File: src/hdl/fifo_host_pkg.sv
// constants shared by the fifo host controller
package fifo_host_pkg;
  // ------------------------------------------------------------
  // clock and timing
  // ------------------------------------------------------------
  localparam int CLK_PERIOD_PS = 25000;
  localparam int PULSE_NS = 65;
  localparam int RECOVERY_NS = 15;
  localparam int FLAG_NS = 60;
  localparam int PULSE_CYC = (PULSE_NS * 1000 + CLK_PERIOD_PS - 1) / CLK_PERIOD_PS;
  localparam int RECOVERY_CYC = (RECOVERY_NS * 1000 + CLK_PERIOD_PS - 1) / CLK_PERIOD_PS;
  localparam int FLAG_CYC = (FLAG_NS * 1000 + CLK_PERIOD_PS - 1) / CLK_PERIOD_PS;
  localparam int WORD_W = 9;
  localparam int DEPTH_DEF = 256;
  // ------------------------------------------------------------
  // register offsets of the controller
  // ------------------------------------------------------------
  localparam logic [3:0] REG_CTRL = 4'h0;
  localparam logic [3:0] REG_WDATA = 4'h1;
  localparam logic [3:0] REG_RDATA = 4'h2;
  localparam logic [3:0] REG_STATUS = 4'h3;
  localparam logic [3:0] REG_COUNT = 4'h4;
  localparam int CTRL_CLEAR = 0;
  localparam int CTRL_REPLAY = 1;
  localparam int CTRL_READ = 2;
  localparam int CTRL_DROP = 3;
  localparam logic [31:0] CTRL_RESET = 32'h0000_0000;
  typedef enum logic [2:0] {
    ST_IDLE = 3'b000,
    ST_ACT = 3'b001,
    ST_REC = 3'b011,
    ST_SETTLE = 3'b010
  } phase_t;
  typedef enum logic [1:0] {
    OP_WRITE = 2'b00,
    OP_READ = 2'b01,
    OP_CLEAR = 2'b11,
    OP_REPLAY = 2'b10
  } op_t;
endpackage

File: src/hdl/fifo_host.sv
// host controller driving an asynchronous 9-bit fifo over its pins
`timescale 1ns/100ps
module fifo_host #(
  parameter int DEPTH = fifo_host_pkg::DEPTH_DEF,
  parameter int WIDTH = fifo_host_pkg::WORD_W
) (
  input wire logic clk_sys,
  input wire logic reset_n,
  input wire logic [3:0] reg_addr,
  input wire logic [31:0] reg_wdata,
  input wire logic reg_wr,
  input wire logic reg_rd,
  output logic [31:0] reg_rdata,
  output logic store_n,
  output logic fetch_n,
  output logic clear_n,
  output logic replay_n,
  output logic [WIDTH-1:0] input_bus,
  input wire logic [WIDTH-1:0] output_bus,
  input wire logic vacant_flag_n,
  input wire logic halfway_flag_n,
  input wire logic capacity_flag_n,
  output logic chain_input_n,
  output logic lead_device_sel_n
);
  // shallow depths stay legal so short benches can reach full
  if (WIDTH % 9 != 0 || WIDTH > 27 || DEPTH < 2 || DEPTH > 4096) begin : g_bad_cfg
    $error("fifo_host: unsupported width or depth");
  end
  // ------------------------------------------------------------
  // flag inputs synchronised
  // ------------------------------------------------------------
  logic [2:0] flags_q;
  pin_sync #(.W(3)) u_flag_sync (
    .clk_sys(clk_sys),
    .reset_n(reset_n),
    .pin_in({capacity_flag_n, halfway_flag_n, vacant_flag_n}),
    .rst_val(3'h6),
    .stable_q(flags_q)
  );
  wire vacant_n = flags_q[0];
  wire halfway_n = flags_q[1];
  wire capacity_n = flags_q[2];
  // ------------------------------------------------------------
  // sequencer state
  // ------------------------------------------------------------
  fifo_host_pkg::phase_t phase_q, phase_d;
  fifo_host_pkg::op_t op_q;
  logic [3:0] cnt_q;
  logic [WIDTH-1:0] wdata_q;
  logic [WIDTH-1:0] rdata_q;
  logic wr_pend_q, rd_pend_q, clr_pend_q, rep_pend_q;
  logic rd_valid_q, drop_q;
  logic [31:0] rdata_bus_q;
  logic [12:0] level_q;
  logic [12:0] since_clr_q;
  wire idle = (phase_q == fifo_host_pkg::ST_IDLE);
  wire cnt_done = (cnt_q == 4'h0);
  wire wr_reg = reg_wr && reg_addr == fifo_host_pkg::REG_WDATA;
  wire ctrl_reg = reg_wr && reg_addr == fifo_host_pkg::REG_CTRL;
  // strap outputs: standalone configuration
  // chain grounded, lead strap high
  assign chain_input_n = 1'b0;
  assign lead_device_sel_n = 1'b1;
  // no write while capacity flag low
  wire wr_ok = wr_pend_q && capacity_n;
  // fetch only once vacant flag high
  wire rd_ok = rd_pend_q && vacant_n;
  function automatic logic [3:0] cyc(input int n);
    cyc = 4'((n < 1) ? 0 : n - 1);
  endfunction
  // ------------------------------------------------------------
  // phase transitions
  // ------------------------------------------------------------
  always_comb begin
    phase_d = phase_q;
    unique case (phase_q)
      fifo_host_pkg::ST_IDLE: begin
        if (clr_pend_q || rep_pend_q || wr_ok || rd_ok) begin
          phase_d = fifo_host_pkg::ST_ACT;
        end
      end
      fifo_host_pkg::ST_ACT: begin
        if (cnt_done) begin
          phase_d = fifo_host_pkg::ST_REC;
        end
      end
      fifo_host_pkg::ST_REC: begin
        if (cnt_done) begin
          phase_d = fifo_host_pkg::ST_SETTLE;
        end
      end
      fifo_host_pkg::ST_SETTLE: begin
        if (cnt_done) begin
          phase_d = fifo_host_pkg::ST_IDLE;
        end
      end
      default: phase_d = fifo_host_pkg::ST_IDLE;
    endcase
  end
  // ------------------------------------------------------------
  // strobe drive
  // ------------------------------------------------------------
  wire act = (phase_q == fifo_host_pkg::ST_ACT);
  // clear only with both strobes high
  // replay only with both strobes high
  always_ff @(posedge clk_sys) begin
    if (!reset_n) begin
      store_n <= 1'b1;
      fetch_n <= 1'b1;
      clear_n <= 1'b1;
      replay_n <= 1'b1;
    end else begin
      // store low pulse, data held past rise
      store_n <= !(phase_d == fifo_host_pkg::ST_ACT && (act ? op_q == fifo_host_pkg::OP_WRITE
                 : (!clr_pend_q && !rep_pend_q && wr_ok)));
      fetch_n <= !(phase_d == fifo_host_pkg::ST_ACT && (act ? op_q == fifo_host_pkg::OP_READ
                 : (!clr_pend_q && !rep_pend_q && !wr_ok && rd_ok)));
      clear_n <= !(phase_d == fifo_host_pkg::ST_ACT && (act ? op_q == fifo_host_pkg::OP_CLEAR : clr_pend_q));
      replay_n <= !(phase_d == fifo_host_pkg::ST_ACT && (act ? op_q == fifo_host_pkg::OP_REPLAY
                  : (!clr_pend_q && rep_pend_q)));
    end
  end
  always_ff @(posedge clk_sys) begin
    if (!reset_n) begin
      phase_q <= fifo_host_pkg::ST_IDLE;
      op_q <= fifo_host_pkg::OP_WRITE;
      cnt_q <= 4'h0;
    end else begin
      phase_q <= phase_d;
      if (idle && phase_d == fifo_host_pkg::ST_ACT) begin
        cnt_q <= cyc(fifo_host_pkg::PULSE_CYC);
        op_q <= clr_pend_q ? fifo_host_pkg::OP_CLEAR : rep_pend_q ? fifo_host_pkg::OP_REPLAY
              : wr_ok ? fifo_host_pkg::OP_WRITE : fifo_host_pkg::OP_READ;
      end else if (phase_d != phase_q) begin
        cnt_q <= (phase_d == fifo_host_pkg::ST_REC) ? cyc(fifo_host_pkg::RECOVERY_CYC)
               : cyc(fifo_host_pkg::FLAG_CYC + 3);
      end else if (!cnt_done) begin
        cnt_q <= cnt_q - 4'h1;
      end
    end
  end
  // ------------------------------------------------------------
  // requests and captured data
  // ------------------------------------------------------------
  wire start = idle && phase_d == fifo_host_pkg::ST_ACT;
  wire go_wr = start && !clr_pend_q && !rep_pend_q && wr_ok;
  wire go_rd = start && !clr_pend_q && !rep_pend_q && !wr_ok && rd_ok;
  // replay only meaningful while no word has been overwritten
  wire replay_ok = since_clr_q <= 13'(DEPTH);
  // sample output bus late in the fetch pulse, just before rise
  wire rd_sample = act && op_q == fifo_host_pkg::OP_READ && cnt_done;
  always_ff @(posedge clk_sys) begin
    if (!reset_n) begin
      wr_pend_q <= 1'b0;
      rd_pend_q <= 1'b0;
      clr_pend_q <= 1'b1;
      rep_pend_q <= 1'b0;
      rd_valid_q <= 1'b0;
      drop_q <= 1'b0;
      wdata_q <= '0;
      rdata_q <= '0;
      input_bus <= '0;
      level_q <= 13'h0000;
      since_clr_q <= 13'h0000;
    end else begin
      // a new request wins over completion in the same cycle
      wr_pend_q <= wr_reg || (wr_pend_q && !go_wr);
      // a word launched in the same cycle is not lost
      if (wr_reg && wr_pend_q && !go_wr) begin
        drop_q <= 1'b1;
      end else if (ctrl_reg && reg_wdata[fifo_host_pkg::CTRL_DROP]) begin
        drop_q <= 1'b0;
      end
      if (wr_reg) begin
        wdata_q <= reg_wdata[WIDTH-1:0];
      end
      if (go_wr) begin
        input_bus <= wdata_q;
      end
      rd_pend_q <= (ctrl_reg && reg_wdata[fifo_host_pkg::CTRL_READ]) || (rd_pend_q && !go_rd);
      clr_pend_q <= (ctrl_reg && reg_wdata[fifo_host_pkg::CTRL_CLEAR])
                    || (clr_pend_q && !(start && clr_pend_q));
      // replay refused past depth since clear
      rep_pend_q <= (ctrl_reg && reg_wdata[fifo_host_pkg::CTRL_REPLAY] && replay_ok)
                    || (rep_pend_q && !(start && !clr_pend_q && rep_pend_q));
      // data captured in the fetch pulse, valid flag held until rdata is read
      if (rd_sample) begin
        rdata_q <= output_bus;
        rd_valid_q <= 1'b1;
      end else if (reg_rd && reg_addr == fifo_host_pkg::REG_RDATA && !rd_sample) begin
        rd_valid_q <= 1'b0;
      end
      if (start && clr_pend_q) begin
        level_q <= 13'h0000;
      end else if (start && rep_pend_q) begin
        level_q <= since_clr_q;
      end else if (go_wr && !go_rd) begin
        level_q <= level_q + 13'h0001;
      end else if (go_rd && level_q != 13'h0000) begin
        level_q <= level_q - 13'h0001;
      end
      // writes since clear, saturating just past depth
      if (start && clr_pend_q) begin
        since_clr_q <= 13'h0000;
      end else if (go_wr && replay_ok) begin
        since_clr_q <= since_clr_q + 13'h0001;
      end
    end
  end
  // ------------------------------------------------------------
  // register read port
  // ------------------------------------------------------------
  // composite flags left to chain logic; status shows device flags
  wire [31:0] status_word = {24'h00_0000, drop_q, rd_valid_q, rd_pend_q, wr_pend_q, !idle,
                             !capacity_n, !halfway_n, !vacant_n};
  wire [31:0] rd_mux = (reg_addr == fifo_host_pkg::REG_STATUS) ? status_word
                     : (reg_addr == fifo_host_pkg::REG_RDATA) ? 32'(rdata_q)
                     : (reg_addr == fifo_host_pkg::REG_WDATA) ? 32'(wdata_q)
                     : (reg_addr == fifo_host_pkg::REG_COUNT) ? 32'(level_q)
                     : 32'h0000_0000;
  always_ff @(posedge clk_sys) begin
    if (!reset_n) begin
      rdata_bus_q <= 32'h0000_0000;
    end else begin
      rdata_bus_q <= reg_rd ? rd_mux : 32'h0000_0000;
    end
  end
  assign reg_rdata = rdata_bus_q;
endmodule

File: src/hdl/pin_sync.sv
// three-stage synchroniser for pin inputs
`timescale 1ns/100ps
module pin_sync #(
  parameter int W = 1
) (
  input wire logic clk_sys,
  input wire logic reset_n,
  input wire logic [W-1:0] pin_in,
  input wire logic [W-1:0] rst_val,
  output logic [W-1:0] stable_q
);
  logic [W-1:0] s1_q;
  logic [W-1:0] s2_q;
  logic [W-1:0] s3_q;
  wire [W-1:0] agree = ~(s2_q ^ s3_q);
  // ------------------------------------------------------------
  // stages
  // ------------------------------------------------------------
  always_ff @(posedge clk_sys) begin
    s1_q <= pin_in;
    s2_q <= s1_q;
    s3_q <= s2_q;
  end
  // change counts only when second and third agree
  always_ff @(posedge clk_sys) begin
    if (!reset_n) begin
      stable_q <= rst_val;
    end else begin
      stable_q <= (agree & s3_q) | (~agree & stable_q);
    end
  end
endmodule

File: config.mk
export PLATFORM = sky130hd
export DESIGN_NAME = fifo_host
export DESIGN_NICKNAME = d
export VERILOG_FILES = /design/src/hdl/fifo_host_pkg.sv /design/src/hdl/fifo_host.sv /design/src/hdl/pin_sync.sv
export SDC_FILE = /design/constraint.sdc
export NUM_CORES = 1
export LEC_CHECK = 0
export BUFFER_PORTS_ARGS = -buffer_cell sky130_fd_sc_hd__buf_2
export CAP_MARGIN = 20
export CORE_ASPECT_RATIO = 0.6
export CORE_MARGIN = 3
export CORE_UTILIZATION = 41
export DETAILED_ROUTE_END_ITERATION = 8
export GPL_TIMING_DRIVEN = 0
export HOLD_SLACK_MARGIN = 0.02
export PLACE_DENSITY = 0.71
export SYNTH_ARGS = -nofsm -noshare
export SYNTH_HDL_FRONTEND = slang
export SYNTH_SLANG_ARGS = --single-unit
File: constraint.sdc
create_clock -name clk_sys -period 3.38 [get_ports clk_sys]
set_input_delay 0.169 -clock clk_sys [delete_from_list [all_inputs] [get_ports clk_sys]]
set_output_delay 0.169 -clock clk_sys [all_outputs]
set_load 0.05 [all_outputs]
# Word level (Yosys, flattened, before mapping)
# Index checks and enable logic that the tools add are counted.
# classes
add_sub_neg	4
n_lt_le_gt_ge	1
eq_ne	15
muxes	27
bitwise_logic	9
reduce_logical	77
# ops
cell	n
logical AND 1 bit	40
two-way mux 13 bit	3
two-way mux 9 bit	3
adder 13 x 1 -> 13 bit, second input constant	2
logical NOT 1 bit	16
two-way mux 3 bit	5
<= comparator 13 x 9 -> 1 bit, second input constant	1
nonzero test 13 bit	1
subtractor 13 x 1 -> 13 bit, second input constant	1
case mux 3 bit (4 select lines)	1
equality test 3 x 2 -> 1 bit, second input constant	3
two-way mux 1 bit	9
equality test 4 x 2 -> 1 bit, second input constant	2
logical NOT 4 bit	2
two-way mux 4 bit	2
two-way mux 8 bit	1
logical OR 1 bit	7
bitwise AND 3 bit	2
equality test 3 x 1 -> 1 bit, second input constant	2
two-way mux 2 bit	3
inverter 3 bit	2
OR reduction 6 bit	1
OR reduction 5 bit	1
equality test 2 bit, second input constant	2
other kinds (17)	21
# totals
reg_bits	116
input_bits	52
wordCells	160

# Logic depth before layout (Yosys ltp)
# Gate-level depths: netlist of the first run.
# depth
ltp_word	15
ltp_mapped	13
depth_no_buf	10

# Hierarchy
# A second synthesis of the first run with hierarchy kept.
# unflattened
cells_unflattened	532
area_unflattened_um2	4687.0
# by_module_without_submodules
mod	instances	cells_each	area_per_inst_um2	seq_area_each_um2
fifo_host	1	504	4325.4	1701.6
pin_sync	1	28	361.6	270.3

# Least setup slack after synthesis of the first run
# No wires, ideal clock.
# synth_timing
kind	flip-flop to flip-flop
start	register phase_q[2]
end	register level_q[11]
setup_ps	136
t_arrival_ps	3031
t_required_ps	3244
setup_slack_ps	213
path_stages_with_launch	13
path_buffers	2
path_cell_list	dfxtp_1 > nor3_1 > and2_1 > buf_2 > inv_2 > clkbuf_1 > ha_1 > a21oi_1 > o22ai_1 > or3_1 > o221ai_1 > nor3b_1 > o32ai_1
# synth_via
elab_chain_len	12
# synth_rtl
item	line	text
start, declared	fifo_host.sv:47	fifo_host_pkg::phase_t phase_q, phase_d;
start signal, assigned	fifo_host.sv:126	phase_q <= fifo_host_pkg::ST_IDLE;
start signal, assigned	fifo_host.sv:130	phase_q <= phase_d;
equality test 3 x 2 -> 1 bit, or another cell as far along	fifo_host.sv:77	unique case (phase_q)
case mux 3 bit (4 select lines)	fifo_host.sv:77	
equality test 3 x 1 -> 1 bit	fifo_host.sv:146	wire start = idle && phase_d == fifo_host_pkg::ST_ACT;
logical AND 1 bit *	fifo_host.sv:146	
logical AND 1 bit (2 in series)	fifo_host.sv:147, fifo_host.sv:148	
logical AND 1 bit (2 in series)	fifo_host.sv:148	wire go_rd = start && !clr_pend_q && !rep_pend_q && !wr_ok && rd_ok;
logical NOT 1 bit	fifo_host.sv:198	end else if (go_wr && !go_rd) begin
logical AND 1 bit	fifo_host.sv:198	
two-way mux 13 bit	fifo_host.sv:198	
two-way mux 13 bit	fifo_host.sv:196	end else if (start && rep_pend_q) begin
end signal, assigned	fifo_host.sv:197	level_q <= since_clr_q;
end signal, assigned	fifo_host.sv:199	level_q <= level_q + 13'h0001;
end signal, assigned	fifo_host.sv:201	level_q <= level_q - 13'h0001;
end, declared	fifo_host.sv:55	logic [12:0] level_q;
# Mark *: on every way between the ends. The rest lies on a longest branch, timed or not.
# A chain may end at the register's enable or synchronous reset.

# Final worst setup path of the first run
# layout_timing
start	register clr_pend_q
end	register level_q[11]
# layout_via
elab_chain_len	15
# layout_rtl
item	line	text
start, declared	fifo_host.sv:52	logic wr_pend_q, rd_pend_q, clr_pend_q, rep_pend_q;
start signal, assigned	fifo_host.sv:182	clr_pend_q <= (ctrl_reg && reg_wdata[fifo_host_pkg::CTRL_CLEAR])
logical OR 1 bit (3 in series)	fifo_host.sv:79	if (clr_pend_q || rep_pend_q || wr_ok || rd_ok) begin
two-way mux 3 bit	fifo_host.sv:79	
case mux 3 bit (4 select lines)	fifo_host.sv:77	
equality test 3 x 1 -> 1 bit	fifo_host.sv:146	
logical AND 1 bit	fifo_host.sv:146	
logical AND 1 bit (2 in series)	fifo_host.sv:147, fifo_host.sv:148	
logical AND 1 bit (2 in series)	fifo_host.sv:148	
logical NOT 1 bit	fifo_host.sv:198	
logical AND 1 bit	fifo_host.sv:198	
two-way mux 13 bit	fifo_host.sv:198	
two-way mux 13 bit	fifo_host.sv:196	
# Parallel ways exist; a longest one is shown, timed or not.

==> results of run 1 <==
==> worst paths after layout <==
| check | cells past startpoint | endpoint | slack, ns | startpoint |
|---|---|---|---|---|
| setup / recovery | 12 | level_q[11]$_SDFFE_PP0P_ | 0.25 | clr_pend_q$_SDFF_PN1_ |
| hold / removal | 3 | rdata_q[0]$_SDFFE_PN0P_ | 0.07 | output_bus[0] |
| setup reg to reg | 12 | level_q[11]$_SDFFE_PP0P_ | 0.25 | clr_pend_q$_SDFF_PN1_ |
| hold reg to reg | 0 | u_flag_sync.s2_q[2]$_DFF_P_ | 0.33 | u_flag_sync.s1_q[2]$_DFF_P_ |
==> flip-flops by register name, summed over array words and instances (netlist names), named ones only <==
register,flops
since_clr_q,13
rd_valid_q,1
u_flag_sync.s3_q,3
rep_pend_q,1
rdata_q,9
wdata_q,9
cnt_q,4
u_flag_sync.s2_q,3
clr_pend_q,1
fetch_n,1
phase_q,3
store_n,1
level_q,13
rd_pend_q,1
op_q,2
wr_pend_q,1
drop_q,1
reg_rdata,13
input_bus,9
clear_n,1
replay_n,1
u_flag_sync.s1_q,3
==> metrics by stage <==
| stage | worst slack [ns] | TNS (ns) | area [um2] | hold slack [ns] |
|---|---|---|---|---|
| after CTS | 0.02023 | 0 | 5451 | 0.05514 |
| after floorplan | 0.2133 | 0 | 4668 | 0.1967 |
| after detailed placement | -0.6840 | -3.779 | 5102 | 0.2745 |
| after global routing | 0.04044 | 0 | 5475 | 0.06626 |
| after global placement | -0.6332 | -3.210 | 5102 | 0.2732 |
| final | 0.2542 | 0 | 5475 | 0.06642 |
==> per-layer routing <==
metal	wire, um	vias to the layer above	GRT usage (%)
met5	0	-	0
met2	5065	203	28.24
li1	-	1997	-
met1	5971	1861	28.32
met4	58	0	4.228
met3	1100	8	6.383
==> cell families after synthesis <==
logic type | Yosys count | share of synthesized area (%)
other cells | 2 | 0.1635
simple gates | 196 | 21.03
flops | 97 | 42.28
fa+ha+maj | 15 | 4.250
buf+inv | 55 | 6.510
xor+xnor | 19 | 3.623
compound gates | 123 | 17.57
mux | 21 | 4.576
==> final cells by class <==
| class | count | area [um2] | share of cell area (%) |
|---|---|---|---|
| clock buffers | 10 | 239.0 | 4.365 |
| repair buffers | 56 | 297.8 | 5.439 |
| clock inverters | 6 | 57.56 | 1.051 |
| well taps | 139 | 173.9 | 3.176 |
| multi-input cells | 396 | 2465 | 45.02 |
| flip-flops and latches | 97 | 1942 | 35.47 |
| inverters | 13 | 51.30 | 0.9369 |
| plain buffers | 41 | 249.0 | 4.548 |
==> worst max-delay path, cell delays in order (launching register included) <==
cell and delay [ns]:
dfxtp_1 0.30, clkbuf_1 0.20, nor4bb_4 0.33, and2_1 0.18, clkbuf_4 0.22, inv_4 0.15
ha_1 0.31, a21oi_1 0.08, nand4b_1 0.25, a311oi_2 0.39, o221ai_1 0.20, nor3b_2 0.19
o32ai_1 0.24
==> power by group <==
group	switching, uW	internal (uW)	leakage (uW)	total, uW
Clock	482	536	0.000141	1020
Sequential	21.6	1170	0.000788	1190
Combinational	165	88.7	0.00138	254
Total	669	1790	0.00231	2460
==> synthesized netlist by cell type (all sizes together) (6+ instances only) <==
library cell,instances
nand3,8
a211oi,6
a21oi,30
dfxtp,97
a22oi,21
a21boi,17
nor3,11
and2,8
nand4,6
buf,27
inv,13
nand2,70
ha,14
o21ai,21
xnor2,13
nor2b,23
clkbuf,15
o22ai,6
xor2,6
mux2i,21
and3,6
nor2,38
==> timing repair <==
action,in CTS,in global routing
buffers inserted,0,1
endpoints found under the setup margin,10,5
hold buffers,3,0
resized for setup,4,5
hold endpoints to repair,3,0
pin swaps,0,1
==> impl_metrics.yaml, run 1 <==
global_routing:
  grtUsageTotal_pct: 19.51
  grt_pass1_wl_um: 19160
  grt_overflow: 0
  grt_pass1_vias: 3732
  grt_max_degree: 25
  antenna_found_initial: 0
detailed_routing:
  vias_per_cell: 5.368
  ant_nets: 0
  drt_iter0_markers: 377
  dr.pass1.iters: 5
  wl_um: 12200
  drc: 0
  vias: 4069
  routedWlPerCell_um: 16.09
synthesis:
  syn_inst: 528
  ys_types: 55
  ys_warn_count: 0
  synth_top_area_share_pct: 42.28
  ys_seq_area_share_pct: 42.28
  synthFlopType: "dfxtp_1"
  syn_area_um2: 4593
  syn_area_per_cell_um2: 8.699
  synth_area_leaders: "dfxtp_1, nand2_1, mux2i_1, ha_1, buf_4"
  synth.largest_area_cell: "dfxtp_1"
  postSynth.asyncResetShare_pct: 0
  synth_enable_flop_cells: 0
  ys_ff_latch: 97
sta:
  fmax_mhz: 319.9
  slew_violations: 0
  maxSlewHeadroom_pct: 47.39
  finalCriticalPeriod_ns: 3.126
  worstMarginPinSlew_ns: 0.7874
  clock_skew_ns: 0.006868
  final.period_utilization_pct: 92.48
  hold_viol: 0
  grt_setup_unrepaired: "no"
  setup_viol: 0
cells_and_area:
  fillers: 1040
  finalNetCount: 681
  syn_to_final_growth_pct: 19.20
  stdcell_count: 758
  diodes: 0
  final_common_cell: "dfxtp_1"
  drive_gt1_share_pct: 16.48
  most-common-layout-cells: "dfxtp_1, nand2_1, buf_2, nor2_1, a21oi_1"
  fin_util_pct: 50.98
critical_path:
  cp.arrival_ns: 3.39
  required_ns: 3.64
  start_kind: "flop"
  critPathKind: "flop to flop"
  cp-end-kind: "flop"
  critical_path.max_fanout: 24
floorplanning:
  start_util_pct: 42.77
  die_w_um: 142.6
  num_io_pins: 99
  die_y_um: 87.99
  rows: 29
  dieArea_um2: 12550
  core_area_um2: 10740
clock_tree:
  worstSkewPairLatency_ns: 0.35
  clock_path_buffers: 2
  cts_root_buf: "clkbuf_16"
  cts-buffers-inserted: 9
  clkSlewWorstSetupHoldPaths_ns: 0.07
  cts_tree: "yes"
  clkSinkCount: 97
  htreeDepth: 3
place:
  hpwl_um: 9215
  gp_congestion: 0.9482
  numPortBuffers: 52
  dpl.cell_count: 739
pwr:
  ir_drop_mv: 0.2704
  power.density_nw_per_um2: 449.2
  total_power_uw: 2459
  leakagePower_uw: 0.002309
worst_hold_path:
  min_path_type: "primary input to flop"
job:
  maxCapViolations: 0
status:
  status: "finished clean"
Note: power is estimated with default switching activity, not from simulation.
==> run 2, diff against run 1 <==
--- a/config.mk
+++ b/config.mk
@@ -5,6 +5,8 @@
 export SDC_FILE = /design/constraint.sdc
 export NUM_CORES = 1
 export LEC_CHECK = 0
+export ABC_AREA = 1
+export ABC_CLOCK_PERIOD_IN_PS = 3380
 export BUFFER_PORTS_ARGS = -buffer_cell sky130_fd_sc_hd__buf_2
 export CAP_MARGIN = 20
 export CORE_ASPECT_RATIO = 0.6
==> run 2 against run 1 <==
Worst setup slack better by 0.45 ns. Maximum frequency up 17%. Utilization down 0.53 points. Global-route usage down 0.14 points. Final cell count up 26%. Non-clock buffer count down 6. Synthesized cell count up 32%. Hold slack worse by 0.0077 ns. Final area up 5.5%. Critical path type unchanged.
==> impl_metrics.yaml, run 2 <==
detailed_routing:
  dr_wl_met2_um: 4689
  dr.pass1.iters: 5
  met1Wirelength_um: 6854
  routed.top_layer: "met4"
  routedWlPerCell_um: 13.40
  vias_per_cell: 4.933
  drt_iter0_markers: 406
  wl_um: 12760
  drc: 0
  ant_nets: 0
  met3_wirelength_um: 1126
  vias: 4696
sta:
  final.period_utilization_pct: 79.18
  maxSlewHeadroom_pct: 61.85
  hold_viol: 0
  fmax_mhz: 373.6
  layout_setup_ws_ns: 0.7037
  finalCriticalPeriod_ns: 2.676
  clock_skew_ns: 0.007523
  slew_violations: 0
  setup_viol: 0
  grt_setup_unrepaired: "no"
  worstMarginPinSlew_ns: 0.5723
  whs_ns: 0.05876
  tns_ns: 0
cells_and_area:
  syn_to_final_growth_pct: 18.15
  final_common_cell: "nand2_1"
  drive_gt1_share_pct: 16.67
  postLayoutCellArea_um2: 5776
  most-common-layout-cells: "nand2_1, dfxtp_1, inv_1, nor2_1, a21oi_1"
  fin_util_pct: 50.45
  finalNetCount: 854
  diodes: 0
global_routing:
  grt_pass1_wl_um: 20910
  grt_max_degree: 22
  grt_pass1_vias: 4163
  antenna_found_initial: 0
  grtUsageTotal_pct: 19.37
  grt_overflow: 0
synthesis:
  ys_warn_count: 0
  ys_seq_area_share_pct: 39.72
  syn_inst: 699
  syn_area_um2: 4888
  ys_types: 37
  synthFlopType: "dfxtp_1"
  netlist_top_cells_count: "nand2_1, dfxtp_1, inv_1"
  ys_ff_latch: 97
  synth_area_leaders: "dfxtp_1, nand2_1, a21oi_1, inv_1, nor2_1"
  postSynth.asyncResetShare_pct: 0
  synth_enable_flop_cells: 0
  synth.largest_area_cell: "dfxtp_1"
  synth_most_common_cell: "nand2_1"
  syn_area_per_cell_um2: 6.993
  synth_top_area_share_pct: 39.72
status:
  status: "finished clean"
pwr:
  p_sw_uw: 787.9
  ir_drop_mv: 0.2580
  combPwrFrac_pct: 14.7
  pwr-share-seq_pct: 45.3
  p_int_uw: 1897
  leakagePower_uw: 0.002692
  power.density_nw_per_um2: 464.9
  p_sw_share_pct: 29.34
  power_frac_clock_pct: 40.1
place:
  numPortBuffers: 54
  dpl-instance-area_um2: 5434
  hpwl_um: 9837
  post-place-ws_ns: 0.8046
  gp_congestion: 0.9273
worst_hold_path:
  min_path_type: "primary input to flop"
critical_path:
  required_ns: 3.61
  cp-end-kind: "flop"
  critPathKind: "flop to flop"
  cp.arrival_ns: 2.91
  critical_path.max_fanout: 21
  start_kind: "flop"
clock_tree:
  cts_tree: "yes"
  postCtsSetupBuffers: 0
  worstSkewPairLatency_ns: 0.35
  clkSlewWorstSetupHoldPaths_ns: 0.07
  htreeDepth: 3
  clkSinkCount: 97
  clock_path_buffers: 2
  cts-buffers-inserted: 9
  cts_root_buf: "clkbuf_16"
floorplanning:
  core_area_um2: 11450
  die_y_um: 90.58
  rows: 30
  start_util_pct: 42.70
  dieArea_um2: 13310
  die_w_um: 147.0
  num_io_pins: 99
job:
  maxCapViolations: 0
run 2: cell count changes after synthesis, moves of 9 or more:
cell,change
nor2b_1,-23
a22oi_1,-21
a21oi_1,+32
nand3_1,+37
a21boi_0,-17
nor2_1,+27
mux2i_1,-21
inv_2,+9
o21ai_0,+23
clkbuf_1,-11
nand2_1,+103
inv_1,+69
xnor2_1,-10
run 2: path summary, 6_finish.rpt:
path	start	endpoint	slack, ns	depth (start not counted)
max	flop	level_q[8]$_SDFFE_PP0P_	0.70	13
min	reg_wdata[8]	wdata_q[8]$_SDFFE_PN0P_	0.06	3
max reg2reg	flop	level_q[8]$_SDFFE_PP0P_	0.70	13
min reg2reg	u_flag_sync.s1_q[0]$_DFF_P_	u_flag_sync.s2_q[0]$_DFF_P_	0.33	0
run 2: layout make-up:
type	count	area, um2
Sequential cell	97	1942
Timing Repair Buffer	57	300.3
Clock inverter	7	86.33
Multi-Input combinational cell	495	2442
Fill cell	1129	5673
Inverter	93	349.1
Tap cell	160	200.2
Buffer	34	230.2
Clock buffer	9	225.2
run 2: cells by family (layout without fill, tap and decap cells):
logic type      Yosys count  count (layout)  synth area share, %
flops                    97              97                39.72
simple gates            328             328                29.54
buf+inv                 127             200                11.85
other cells               2              22               0.1536
compound gates          118             118                12.59
xor+xnor                 12              12                2.150
fa+ha+maj                15              15                3.993
run 2: repair_timing:
action,4_1_cts,5_1_grt
hold buffers,3,0
endpoints found under the hold margin,3,0
resized for setup,0,0
run 2: critical path, cell delays in order (launching register included):
cell and delay (ns):
dfxtp_1 0.43, nand2_2 0.13, nor2_4 0.19, nand3_1 0.17, buf_2 0.34, fa_1 0.52
nand3_1 0.10, nand3_1 0.17, nand2_1 0.13, nand3b_1 0.09, nand2_1 0.08, a21oi_1 0.04
nor2_1 0.13, nor2_1 0.05
run 2: stage by stage:
step                total power, uW  instances
global route                   2795        952
detailed placement             1624        933
CTS                            2692        952
global placement               1623        933
floorplan                      1537        719
finish                         2685        952
run 2: metal layers:
metal	vias to the layer above	GRT usage, %
met3	11	4.865
met4	0	3.333
met5	-	0
met1	2126	32.13
li1	2383	-
met2	176	24.59
run 2: power groups by stage:
stage	sequential, uW	combinational [uW]	clock (uW)
after detailed placement	1240	383	0
after CTS	1210	388	1090
final	1220	394	1080
after floorplan	1240	292	0
after global placement	1240	382	0
after global routing	1220	440	1130
